$ cat config.mk
export PLATFORM = sky130hd
export DESIGN_NAME = exec_core
export DESIGN_NICKNAME = d
export VERILOG_FILES = /design/src/exec_pkg.sv /design/src/exec_core.sv /design/src/exec_alu.sv /design/src/exec_cycles.sv
export SDC_FILE = /design/constraint.sdc
export NUM_CORES = 1
export LEC_CHECK = 0
export BUFFER_PORTS_ARGS = -buffer_cell sky130_fd_sc_hd__buf_4
export CAP_MARGIN = 15
export CORE_MARGIN = 8
export CORE_UTILIZATION = 56
export CTS_CLUSTER_SIZE = 24
export DETAILED_ROUTE_END_ITERATION = 6
export GPL_TIMING_DRIVEN = 0
export PLACE_DENSITY = 0.81
export RECOVER_POWER = 25
export SYNTH_ARGS = -nofsm -noshare
export SYNTH_HDL_FRONTEND = slang
export SYNTH_SLANG_ARGS = --single-unit
$ cat constraint.sdc
create_clock -name clk_sys -period 5.5 [get_ports clk_sys]
set_clock_uncertainty 0.05 [all_clocks]
set_input_delay 0.275 -clock clk_sys [delete_from_list [all_inputs] [get_ports clk_sys]]
set_output_delay 0.275 -clock clk_sys [all_outputs]
set_load 0.02 [all_outputs]
$ cat src/exec_pkg.sv
// Package: opcode set, widths, flag positions and cycle figures for the executor
package exec_pkg;
    localparam int DATA_W = 8;
    localparam int PC_W = 16;
    localparam int ADDR_W = 8;
    localparam int TARGET_W = 14;
    // Flag register positions
    localparam int FLAG_C = 0;
    localparam int FLAG_DC = 1;
    localparam int FLAG_Z = 2;
    localparam int FLAG_NPD = 6;
    localparam int FLAG_NTO = 7;
    // Bits covered by save and restore
    localparam logic [7:0] SAVE_MASK = 8'h3f;
    // Bank 0 addresses from here up are system registers (no write-back cycle)
    localparam logic [7:0] SYSREG_LIMIT = 8'h80;
    localparam logic [7:0] SYSREG_BASE = 8'h80;
    localparam logic [7:0] RESET_ACC = 8'h00;
    localparam logic [7:0] RESET_FLAGS = 8'h00;
    localparam logic [15:0] RESET_PC = 16'h0000;
    // Cycle figures
    localparam logic [1:0] CYC_BASE = 2'h1;
    localparam logic [1:0] CYC_BRANCH = 2'h2;
    // Operations
    typedef enum logic [4:0] {
        op_nop, op_or_am, op_or_ma, op_or_ai, op_xor_am, op_xor_ma, op_xor_ai,
        op_swap, op_nibble_exchange_in_place,
        op_rotate_right_carry_to_acc, op_rotate_right_carry_in_place,
        op_rotate_left_carry_to_acc, op_rotate_left_carry_in_place,
        op_clr, op_bit_clear, op_bit_set,
        op_compare_skip_equal_i, op_compare_skip_equal_m,
        op_increment_skip_zero_to_acc, op_increment_skip_zero_in_place,
        op_decrement_skip_zero_to_acc, op_decrement_skip_zero_in_place,
        op_bit_test_skip_clear, op_bit_test_skip_set,
        op_jump, op_call, op_ret, op_return_from_interrupt, op_save, op_restore
    } op_e;
endpackage

$ cat src/exec_core.sv
// Instruction executor for logic, rotate, bit, skip, branch and save/restore operations
// Notes on behaviour
// - XOR accumulator with memory or immediate
// - Swap nibbles of memory operand
// - Rotate memory operand through carry flag
// - Clear or set one selected bit
// - Compare sets zero and carry, skip if equal
// - Increment/decrement to accumulator, skip on zero
// - In-place increment/decrement, skip on zero
// - Skip next when selected bit clear
// - Skip next when selected bit set
// - Jump loads page bits and target, two cycles
// - Call pushes program counter plus one, then jumps
// - Returns pop counter; interrupt return re-enables interrupts
// - Save accumulator and flags except status bits
// - Restore accumulator and flags, status bits untouched
// - RAM write-back costs one extra cycle
// - Taken skip costs one extra cycle
`timescale 1ns/1ps
`default_nettype none
module exec_core
    import exec_pkg::*;
(
    // Clock and reset
    input wire logic clk_sys,
    input wire logic rstn,
    // Instruction issue
    input wire logic instr_valid,
    input wire op_e instr_op,
    input wire logic [7:0] instr_addr,
    input wire logic [7:0] instr_imm,
    input wire logic [2:0] instr_bit,
    input wire logic instr_bank0,
    input wire logic [13:0] instr_target,
    // Operand read data and context
    input wire logic [7:0] mem_rdata,
    input wire logic [7:0] bank_select,
    input wire logic [1:0] rom_page_select_bits,
    input wire logic [15:0] stack_top,
    // Instruction accept
    output logic instr_ready,
    // Operand memory
    output logic [15:0] mem_addr,
    output logic mem_we,
    output logic [7:0] mem_wdata,
    // Stack
    output logic stack_push,
    output logic stack_pop,
    output logic [15:0] stack_wdata,
    // Architectural state
    output logic [15:0] pc,
    output logic [7:0] accumulator_reg,
    output logic [7:0] program_flag_register,
    output logic global_int_enable,
    output logic skip_pending,
    output logic [1:0] last_cycles
);
    typedef enum logic [1:0] {st_idle, st_wait} state_e;

    typedef struct packed {
        state_e state;
        logic [1:0] wait_cnt;
        logic skip;
        logic [15:0] pc;
        logic [7:0] acc;
        logic [7:0] flags;
        logic [7:0] save_acc;
        logic [7:0] save_flags;
        logic gie;
        logic ready;
        logic [15:0] mem_addr;
        logic mem_we;
        logic [7:0] mem_wdata;
        logic push;
        logic pop;
        logic [15:0] push_data;
        logic [1:0] cycles;
    } core_s;

    core_s r;
    core_s next_r;

    logic [7:0] alu_result;
    logic alu_carry;
    logic alu_bit;
    logic writes_mem;
    logic to_acc;
    logic is_sysreg;
    logic skip_cond;
    logic [1:0] cost;
    logic [7:0] bank_eff;
    logic exec;

    // Operand datapath
    exec_alu u_alu (
        .op(instr_op),
        .acc(r.acc),
        .mem(mem_rdata),
        .imm(instr_imm),
        .bit_sel(instr_bit),
        .carry_in(r.flags[FLAG_C]),
        .result(alu_result),
        .carry_out(alu_carry),
        .sel_bit(alu_bit)
    );

    // Cycle accounting
    exec_cycles u_cycles (
        .op(instr_op),
        .writes_mem(writes_mem),
        .is_sysreg(is_sysreg),
        .skip_taken(skip_cond),
        .cycles(cost)
    );

    // Bank-zero forms ignore the current bank
    assign bank_eff = instr_bank0 ? 8'h00 : bank_select;
    // System registers sit in the top half of bank 0
    assign is_sysreg = (bank_eff == 8'h00) && (instr_addr >= SYSREG_BASE);
    assign exec = instr_valid && r.ready;

    // Destination class of each operation
    always_comb begin
        writes_mem = 1'b0;
        to_acc = 1'b0;
        case (instr_op)
            op_or_ma, op_xor_ma, op_nibble_exchange_in_place,
            op_rotate_right_carry_in_place, op_rotate_left_carry_in_place,
            op_clr, op_bit_clear, op_bit_set,
            op_increment_skip_zero_in_place, op_decrement_skip_zero_in_place:
                writes_mem = 1'b1;
            op_or_am, op_or_ai, op_xor_am, op_xor_ai, op_swap,
            op_rotate_right_carry_to_acc, op_rotate_left_carry_to_acc,
            op_increment_skip_zero_to_acc, op_decrement_skip_zero_to_acc:
                to_acc = 1'b1;
            default: begin
                writes_mem = 1'b0;
                to_acc = 1'b0;
            end
        endcase
    end

    // Skip conditions, evaluated on the operation's own result
    always_comb begin
        case (instr_op)
            op_compare_skip_equal_i, op_compare_skip_equal_m:
                skip_cond = (alu_result == 8'h00);
            op_increment_skip_zero_to_acc, op_decrement_skip_zero_to_acc:
                skip_cond = (alu_result == 8'h00);
            op_increment_skip_zero_in_place, op_decrement_skip_zero_in_place:
                skip_cond = (alu_result == 8'h00);
            op_bit_test_skip_clear: skip_cond = !alu_bit;
            op_bit_test_skip_set: skip_cond = alu_bit;
            default: skip_cond = 1'b0;
        endcase
    end

    // Next-state: one instruction taken per idle cycle, then wait out its cost
    always_comb begin
        next_r = r;
        next_r.mem_we = 1'b0;
        next_r.push = 1'b0;
        next_r.pop = 1'b0;
        case (r.state)
            st_idle: begin
                if (exec && r.skip) begin
                    // Shadowed instruction: only the counter moves
                    next_r.skip = 1'b0;
                    next_r.pc = r.pc + 16'h0001;
                    next_r.cycles = CYC_BASE;
                end else if (exec) begin
                    next_r.pc = r.pc + 16'h0001;
                    next_r.cycles = cost;
                    next_r.skip = skip_cond;
                    if (to_acc) begin
                        next_r.acc = alu_result;
                    end
                    if (writes_mem) begin
                        next_r.mem_we = 1'b1;
                        next_r.mem_addr = {bank_eff, instr_addr};
                        next_r.mem_wdata = alu_result;
                    end
                    // Zero flag on logic results, carry on rotates, both on compares; then branches and save/restore
                    case (instr_op)
                        op_or_am, op_or_ma, op_or_ai, op_xor_am, op_xor_ma, op_xor_ai:
                            next_r.flags[FLAG_Z] = (alu_result == 8'h00);
                        op_rotate_right_carry_to_acc, op_rotate_right_carry_in_place,
                        op_rotate_left_carry_to_acc, op_rotate_left_carry_in_place:
                            next_r.flags[FLAG_C] = alu_carry;
                        op_compare_skip_equal_i, op_compare_skip_equal_m: begin
                            next_r.flags[FLAG_Z] = (alu_result == 8'h00);
                            next_r.flags[FLAG_C] = alu_carry;
                        end
                        op_jump: begin
                            next_r.pc = {rom_page_select_bits, instr_target};
                        end
                        op_call: begin
                            next_r.push = 1'b1;
                            next_r.push_data = r.pc + 16'h0001;
                            next_r.pc = {rom_page_select_bits, instr_target};
                        end
                        op_ret: begin
                            next_r.pop = 1'b1;
                            next_r.pc = stack_top;
                        end
                        op_return_from_interrupt: begin
                            next_r.pop = 1'b1;
                            next_r.pc = stack_top;
                            next_r.gie = 1'b1;
                        end
                        op_save: begin
                            next_r.save_acc = r.acc;
                            next_r.save_flags = r.flags & SAVE_MASK;
                        end
                        op_restore: begin
                            next_r.acc = r.save_acc;
                            next_r.flags = (r.flags & ~SAVE_MASK)
                                | (r.save_flags & SAVE_MASK);
                        end
                        default: next_r.flags = next_r.flags;
                    endcase
                    // Multi-cycle ops hold off the next issue
                    if (cost > CYC_BASE) begin
                        next_r.state = st_wait;
                        next_r.wait_cnt = cost - 2'h1;
                        next_r.ready = 1'b0;
                    end
                end
            end
            st_wait: begin
                // Extra cycles for write-back, skip or branch
                next_r.wait_cnt = r.wait_cnt - 2'h1;
                if (r.wait_cnt == 2'h1) begin
                    next_r.state = st_idle;
                    next_r.ready = 1'b1;
                end
            end
            default: begin
                next_r.state = st_idle;
                next_r.ready = 1'b1;
            end
        endcase
    end

    // Single state register
    always_ff @(posedge clk_sys or negedge rstn) begin
        if (!rstn) begin
            r.state <= st_idle;
            r.wait_cnt <= 2'h0;
            r.skip <= 1'b0;
            r.pc <= RESET_PC;
            r.acc <= RESET_ACC;
            r.flags <= RESET_FLAGS;
            r.save_acc <= RESET_ACC;
            r.save_flags <= RESET_FLAGS;
            r.gie <= 1'b0;
            r.ready <= 1'b1;
            r.mem_addr <= 16'h0000;
            r.mem_we <= 1'b0;
            r.mem_wdata <= 8'h00;
            r.push <= 1'b0;
            r.pop <= 1'b0;
            r.push_data <= 16'h0000;
            r.cycles <= 2'h0;
        end else begin
            r <= next_r;
        end
    end

    // Outputs straight from the state register
    assign instr_ready = r.ready;
    assign mem_addr = r.mem_addr;
    assign mem_we = r.mem_we;
    assign mem_wdata = r.mem_wdata;
    assign stack_push = r.push;
    assign stack_pop = r.pop;
    assign stack_wdata = r.push_data;
    assign pc = r.pc;
    assign accumulator_reg = r.acc;
    assign program_flag_register = r.flags;
    assign global_int_enable = r.gie;
    assign skip_pending = r.skip;
    assign last_cycles = r.cycles;
endmodule
`default_nettype wire

$ cat src/exec_alu.sv
// Combinational data path for the logic, rotate, bit and count operations
`timescale 1ns/1ps
`default_nettype none
module exec_alu
    import exec_pkg::*;
(
    // Operation and operands
    input wire op_e op,
    input wire logic [7:0] acc,
    input wire logic [7:0] mem,
    input wire logic [7:0] imm,
    input wire logic [2:0] bit_sel,
    input wire logic carry_in,
    // Results
    output logic [7:0] result,
    output logic carry_out,
    output logic sel_bit
);
    logic [8:0] diff;
    // One result bus, routed to acc or memory by the caller
    always_comb begin
        result = mem;
        carry_out = carry_in;
        sel_bit = mem[bit_sel];
        diff = 9'h000;
        case (op)
            op_or_am, op_or_ma: result = acc | mem;
            op_or_ai: result = acc | imm;
            op_xor_am, op_xor_ma: result = acc ^ mem;
            op_xor_ai: result = acc ^ imm;
            op_swap, op_nibble_exchange_in_place: result = {mem[3:0], mem[7:4]};
            op_rotate_right_carry_to_acc, op_rotate_right_carry_in_place: begin
                result = {carry_in, mem[7:1]};
                carry_out = mem[0];
            end
            op_rotate_left_carry_to_acc, op_rotate_left_carry_in_place: begin
                result = {mem[6:0], carry_in};
                carry_out = mem[7];
            end
            op_clr: result = 8'h00;
            op_bit_clear: result = mem & ~(8'h01 << bit_sel);
            op_bit_set: result = mem | (8'h01 << bit_sel);
            op_compare_skip_equal_i, op_compare_skip_equal_m: begin
                // Carry set means no borrow
                diff = {1'b0, acc} - {1'b0, (op == op_compare_skip_equal_i) ? imm : mem};
                result = diff[7:0];
                carry_out = ~diff[8];
            end
            op_increment_skip_zero_to_acc, op_increment_skip_zero_in_place:
                result = mem + 8'h01;
            op_decrement_skip_zero_to_acc, op_decrement_skip_zero_in_place:
                result = mem - 8'h01;
            default: result = mem;
        endcase
    end
endmodule
`default_nettype wire

$ cat src/exec_cycles.sv
// Cycle cost of one instruction from write-back and skip outcome
`timescale 1ns/1ps
`default_nettype none
module exec_cycles
    import exec_pkg::*;
(
    // Instruction class
    input wire op_e op,
    input wire logic writes_mem,
    input wire logic is_sysreg,
    input wire logic skip_taken,
    // Cost in cycles
    output logic [1:0] cycles
);
    // Branches are a flat two; everything else is 1 plus N plus S
    always_comb begin
        case (op)
            op_jump, op_call, op_ret, op_return_from_interrupt:
                cycles = CYC_BRANCH;
            default: begin
                cycles = CYC_BASE;
                if (writes_mem && !is_sysreg) begin
                    cycles = cycles + 2'h1;
                end
                if (skip_taken) begin
                    cycles = cycles + 2'h1;
                end
            end
        endcase
    end
endmodule
`default_nettype wire

==> out/qor.yml, run 1 <==
routing:
  wl_per_cell_um: 20.8
  dr.pass1.iters: 7
  routed_wl_um: 25900
  vias: 7697
  viasPerCell: 6.16
  drt_iter0_markers: 929
  antenna_left: 0
  drc: 20
setup_path:
  slowest_stage: "fa_2"
  crit_buf_inv: 4
  crit_required_ns: 5.68
  max_stage_delay_ns: 0.60
  startpoint_type: "input port"
  critical_path.top_delay_family: "simple AND/OR/NAND/NOR gates"
  end_kind: "register"
  worstPathMaxFanout: 10
  crit_arrival_ns: 5.48
  path_common_cell: "ha_1"
  timing_worst_setup_path_type: "in2reg"
timing:
  finalWorstSetupSlack_ns: 0.196
  fmax_mhz: 189
  fin_hold_ws_ns: 0.0493
  tightest_slew_ns: 2.74
  drv_slew: 98
  post-route-period-util_pct: 96.4
  fin_setup_tns_ns: 0
  setup_viol: 0
  layout_min_cycle_time_ns: 5.30
  hold_viol: 0
  maxSlewHeadroom_pct: -82.7
global_route:
  overflow: 0
  grt_max_degree: 96
  grt_pass1_vias: 7236
  track_usage_pct: 28.8
  antenna_found_initial: 0
  grt_pass1_wl_um: 40200
floorplanning:
  die_w_um: 132
  rows: 42
  io_pins: 156
  start_util_pct: 57.1
  core_mm2: 0.0131
  die_area_mm2: 0.0174
  die_y_um: 132
clocking:
  clkTransAtPathRegs_ns: 0.07
  clockBufferDepth: 2
  cts_buffers: 9
  cts_sinks: 95
  clock-root-buffer: "clkbuf_16"
  clk_latency_ns: 0.36
  ctsHtreeMaxLevel: 3
  cts_tree: "done"
pwr:
  ir_drop_mv: 0.368
  powerDensity_mw_per_mm2: 406
  leakage_nw: 4.28
yosys:
  synthArstFlopShare_pct: 100
  ys_seq_area_share_pct: 31.7
  syn_area_mm2: 0.00750
  synth_top_cell_by_area: "dfrtp_1"
  synth_edf_count: 0
  yosys.area.top_type_share_pct: 31.4
  yosys_register_bits: 95
  synth.avg_cell_area_um2: 8.31
  ys_top_cells_by_area: "dfrtp_1 31%, buf_4 7.8%, nand2_1 5.3%"
  synth_cell_types: 86
  postSynthCellCount: 903
  synthFlopType: "dfrtp_1"
  ys.warnings.count: 0
finish:
  fin_nets: 1166
  final_common_cell: "buf_4"
  antenna_cells: 0
  final_cell_mix: "231 x buf_4, 105 x nand2_1, 94 x dfrtp_1"
  drive_above_1_share_pct: 30.1
  area_growth_pct: 24.0
  top_register: "r"
  largest_reg_flops: 17
  final_core_util_pct: 70.8
job:
  cap_violations: 2
placed_design:
  pre_cts_ws_ns: -1.28
  place.gp.congestion: 1.03
  dp_hpwl_um: 19800
  port_buffers: 148
min_path:
  hold_class: "in2reg"
run_status:
  outcome: "complete, but fails checks"
  violations: "DRC, capacitance limit, slew limit"
cell families (layout without fill, tap and decap cells):
logic type	Yosys count	in the layout	share of synthesized area, %
flops	95	95	31.7
other cells	1	2	0.0500
mux	42	42	6.32
compound gates	251	251	22.2
buf+inv	151	320	12.0
xor+xnor	22	22	2.57
fa+ha+maj	22	22	3.87
simple gates	319	319	21.2
cell usage after synthesis, drive strengths merged (6+ instances only):
master,number
mux2i,17
a21o,6
dfrtp,94
buf,101
and3,7
nor3,21
nor4,7
or3,9
a31oi,13
o221ai,9
a21oi,51
a22oi,15
nor2,75
nand2b,15
nand3,26
clkbuf,29
nand2,106
o31ai,6
nor2b,12
a221oi,8
ha,20
o22ai,6
mux2,23
o21ai,75
xor2,10
inv,21
xnor2,12
tightest hold or removal path: cells and delay by family:
kind          cells  cell delay (ns)
buf+inv           1             0.08
simple gates      2             0.08
through the flow:
| step | cell area (um2) | total power, mW | cells |
|---|---|---|---|
| after floorplan | 7500 | 2.36 | 904 |
| after global placement | 8830 | 3.03 | 1228 |
| after detailed placement | 8830 | 3.08 | 1228 |
| after CTS | 9270 | 3.76 | 1250 |
| after global routing | 9300 | 3.99 | 1249 |
| final | 9300 | 3.77 | 1249 |
layout make-up:
type	instances	area, um2
plain buffers	125	816
repair buffers	158	1190
fillers	1106	3840
clock inverters	7	83.8
multi-input cells	658	4300
inverters	21	78.8
flip-flops and latches	95	2380
well taps	176	220
clock buffers	9	225
final timing paths:
kind	slack (ns)	cells past startpoint	end	from
min in group asynchronous	0.87	2	stack_wdata[5]	rstn
worst min-delay path	0.05	3	mem_addr[3]	instr_addr[3]
worst max-delay path	0.20	25	r[96]	instr_op[4]
worst max register to register	0.61	18	r[96]	accumulator_reg[0]
max in group asynchronous	0.91	3	accumulator_reg[2]	rstn
worst min register to register	0.43	2	mem_wdata[2]	mem_wdata[2]
what timing repair did:
action / CTS / global route
endpoints found under the hold margin: 0 / 33
pin swaps: 4 / 3
gates resized for setup: 16 / 10
setup buffers: 8 / 0
gates cloned: 0 / 0
hold buffers: 0 / 1
setup endpoints to repair: 5 / 4
power breakdown:
group | switching (mW) | internal, mW
registers | 0.237 | 0.938
clock network | 0.290 | 0.361
logic | 1.04 | 0.908
total | 1.56 | 2.21
routing by layer:
metal  track usage [%]  vias to the layer above  part of all wire [%]
met5                 0                        -                     0
met4              13.0                        0                   3.5
met3              7.01                       74                   9.9
met2              45.1                      436                    45
met1              37.1                     3654                    42
li1                  -                     3533                     -
Note: power is estimated with default switching activity, not from simulation.
==> run 2, diff against run 1 <==
- CELL_PAD_IN_SITES_DETAIL_PLACEMENT: not set -> 1
- CELL_PAD_IN_SITES_GLOBAL_PLACEMENT: not set -> 2
- CORE_UTILIZATION: 56 -> 33
- PLACE_DENSITY: 0.81 -> not set
- PLACE_DENSITY_LB_ADDON: not set -> 0.1
==> run 2 against run 1 <==
Net effect: first-iteration DRC count decreased by 58%; sequential power about the same; worst setup slack improved by 0.089 ns; critical path type unchanged; cell area increased by 2.5%; largest cell class unchanged; global-route usage decreased by 7.9 points; critical path depth decreased by 1; register-to-register slack improved by 0.05 ns; critical endpoint is now r[97]; non-clock buffer count increased by 8; the flow finishes with violations (capacitance limit, slew limit).
==> out/qor.yml, run 2 (synthesis results as in run 1) <==
timing:
  maxSlewHeadroom_pct: -65.3  # +17 points
  hold_viol: 0  # unchanged
  post-route-period-util_pct: 94.8  # -1.6 points
  drv_slew: 98  # unchanged
  tightest_slew_ns: 2.48  # -0.261 ns
  setup_viol: 0  # unchanged
  fin_setup_tns_ns: 0  # unchanged
  layout_min_cycle_time_ns: 5.21  # -0.0888 ns
  fmax_mhz: 192  # +1.7%
  finalWorstSetupSlack_ns: 0.285  # +0.0888 ns
  rsz0062_at_grt: "no"
routing:
  antenna_left: 0  # unchanged
  dr.pass1.iters: 5  # -2
  drt_iter0_markers: 394  # -58%
  viasPerCell: 5.48  # -11%
  routed_wl_um: 29000  # +12%
  wl_per_cell_um: 21.2  # +2.3%
  vias: 7486  # -2.7%
  drc: 0  # -100%
placed_design:
  port_buffers: 148  # unchanged
  place.gp.congestion: 0.915  # -11%
  pre_cts_ws_ns: -1.55  # -0.266 ns
  dp_hpwl_um: 22400  # +13%
  placed_cell_area_mm2: 0.00900  # +1.9%
clocking:
  cts_tree: "done"
  ctsHtreeMaxLevel: 3  # unchanged
  clk_latency_ns: 0.36  # about the same
  clock-root-buffer: "clkbuf_16"
  clkTransAtPathRegs_ns: 0.08  # about the same
  cts_buffers: 9  # unchanged
  clockBufferDepth: 2  # unchanged
  cts_sinks: 95  # unchanged
pwr:
  leakage_nw: 4.34  # +1.4%
  p_total_mw: 3.78  # +0.21%
  ir_drop_mv: 0.189  # -49%
  powerDensity_mw_per_mm2: 397  # -2.3%
finish:
  drive_above_1_share_pct: 30.3  # +0.24 points
  regArea_mm2: 0.00238  # unchanged
  fin_area_mm2: 0.00953  # +2.5%
  fillers: 2740  # +150%
  fin_nets: 1174  # +0.69%
  final_common_cell: "buf_4"
  antenna_cells: 0  # unchanged
  largest_reg_flops: 17  # unchanged
  top_register: "r"
  final_core_util_pct: 42.4  # -28 points
  final_cell_mix: "236 x buf_4, 105 x nand2_1, 94 x dfrtp_1"
  area_growth_pct: 27.1
  multiInputGateArea_mm2: 0.00435  # +1.0%
floorplanning:
  start_util_pct: 33.3  # -24 points
  io_pins: 156  # unchanged
  core_mm2: 0.0225  # +71%
  rows: 55  # +31%
  die_y_um: 167  # +27%
  die_area_mm2: 0.0278  # +60%
  die_w_um: 167  # +27%
run_status:
  outcome: "complete, but fails checks"
  violations: "capacitance limit, slew limit"
min_path:
  min_path_cells: 3  # unchanged
  hold_class: "in2reg"
global_route:
  track_usage_pct: 20.9  # -7.9 points
  grt_pass1_wl_um: 46300  # +15%
  grt_max_degree: 53  # -45%
  grt_pass1_vias: 7936  # +9.7%
  overflow: 0  # unchanged
  antenna_found_initial: 0  # unchanged
setup_path:
  crit_arrival_ns: 5.39  # -0.09 ns
  startpoint_type: "input port"
  timing_worst_setup_path_type: "in2reg"
  reg2reg_depth: 17  # -1
  worstPathMaxFanout: 10  # unchanged
  crit_required_ns: 5.67  # about the same
  end_kind: "register"
job:
  cap_violations: 2  # unchanged
==> run 2: timing repair <==
action | CTS | global route
gates resized for setup | 23 | 10
hold buffers | 1 | 0
hold endpoints to repair | 42 | 0
setup buffers | 7 | 8
pin swaps | 4 | 5
setup endpoints to repair | 6 | 4
==> run 2: routing by layer <==
layer | vias to the layer above | wire length [um] | global-route usage, %
li1 | 3541 | - | -
met2 | 208 | 13300 | 33.5
met1 | 3686 | 13500 | 27.5
met4 | 0 | 956 | 8.46
met5 | - | 0 | 0
met3 | 51 | 1290 | 3.57
==> run 2: per-stage QoR <==
stage          instances  hold slack (ns)
2_1_floorplan        904          -0.0706
3_3_place_gp        1337            0.401
3_5_place_dp        1339            0.280
4_1_cts             1361           0.0284
5_1_grt             1366           0.0424
6_report            1366           0.0441
==> run 2: where the power goes <==
part           switching, mW  total [mW]  leakage (nW)  internal [mW]
Clock                  0.338       0.669         0.152          0.330
Sequential             0.237        1.17          1.23          0.937
Combinational           1.03        1.94          2.96          0.903
Total                   1.61        3.78          4.34           2.17
==> run 2: layout make-up <==
| type | count | share of cell area, % |
|---|---|---|
| clock inverter | 7 | 0.958 |
| multi-input combinational | 658 | 45.6 |
| clock buffer | 9 | 2.36 |
| tap | 285 | 3.74 |
| sequential | 95 | 24.9 |
| inverter | 21 | 0.866 |
| timing repair buffer | 166 | 13.0 |
| buffer | 125 | 8.52 |
==> run 2: worst max-delay path, stage by stage <==
cell and delay [ns]:
buf_4 0.11, buf_2 0.16, buf_2 0.20, nor2_4 0.18
nand2_4 0.11, nor2_2 0.13, buf_6 0.13, o21ai_0 0.10
ha_1 0.22, fa_1 0.56, mux2_2 0.18, a221oi_1 0.07
a211o_1 0.29, a2111oi_4 0.29, nand2_1 0.19, a211oi_4 0.36
a31oi_2 0.19, or2_1 0.26, ha_1 0.28, nor2_1 0.07
ha_1 0.22, or4_4 0.55, mux2i_1 0.16, o21ai_0 0.09
==> run 2: worst paths after layout <==
check | startpoint | end | slack [ns]
worst min-delay path | instr_addr[5] | mem_addr[5] | 0.04
worst max register to register | accumulator_reg[0] | r[97] | 0.66
worst max-delay path | instr_op[3] | r[97] | 0.29
max in group asynchronous | rstn | accumulator_reg[5] | 0.96
worst min register to register | global_int_enable | global_int_enable | 0.43
min in group asynchronous | rstn | mem_addr[15] | 1.16
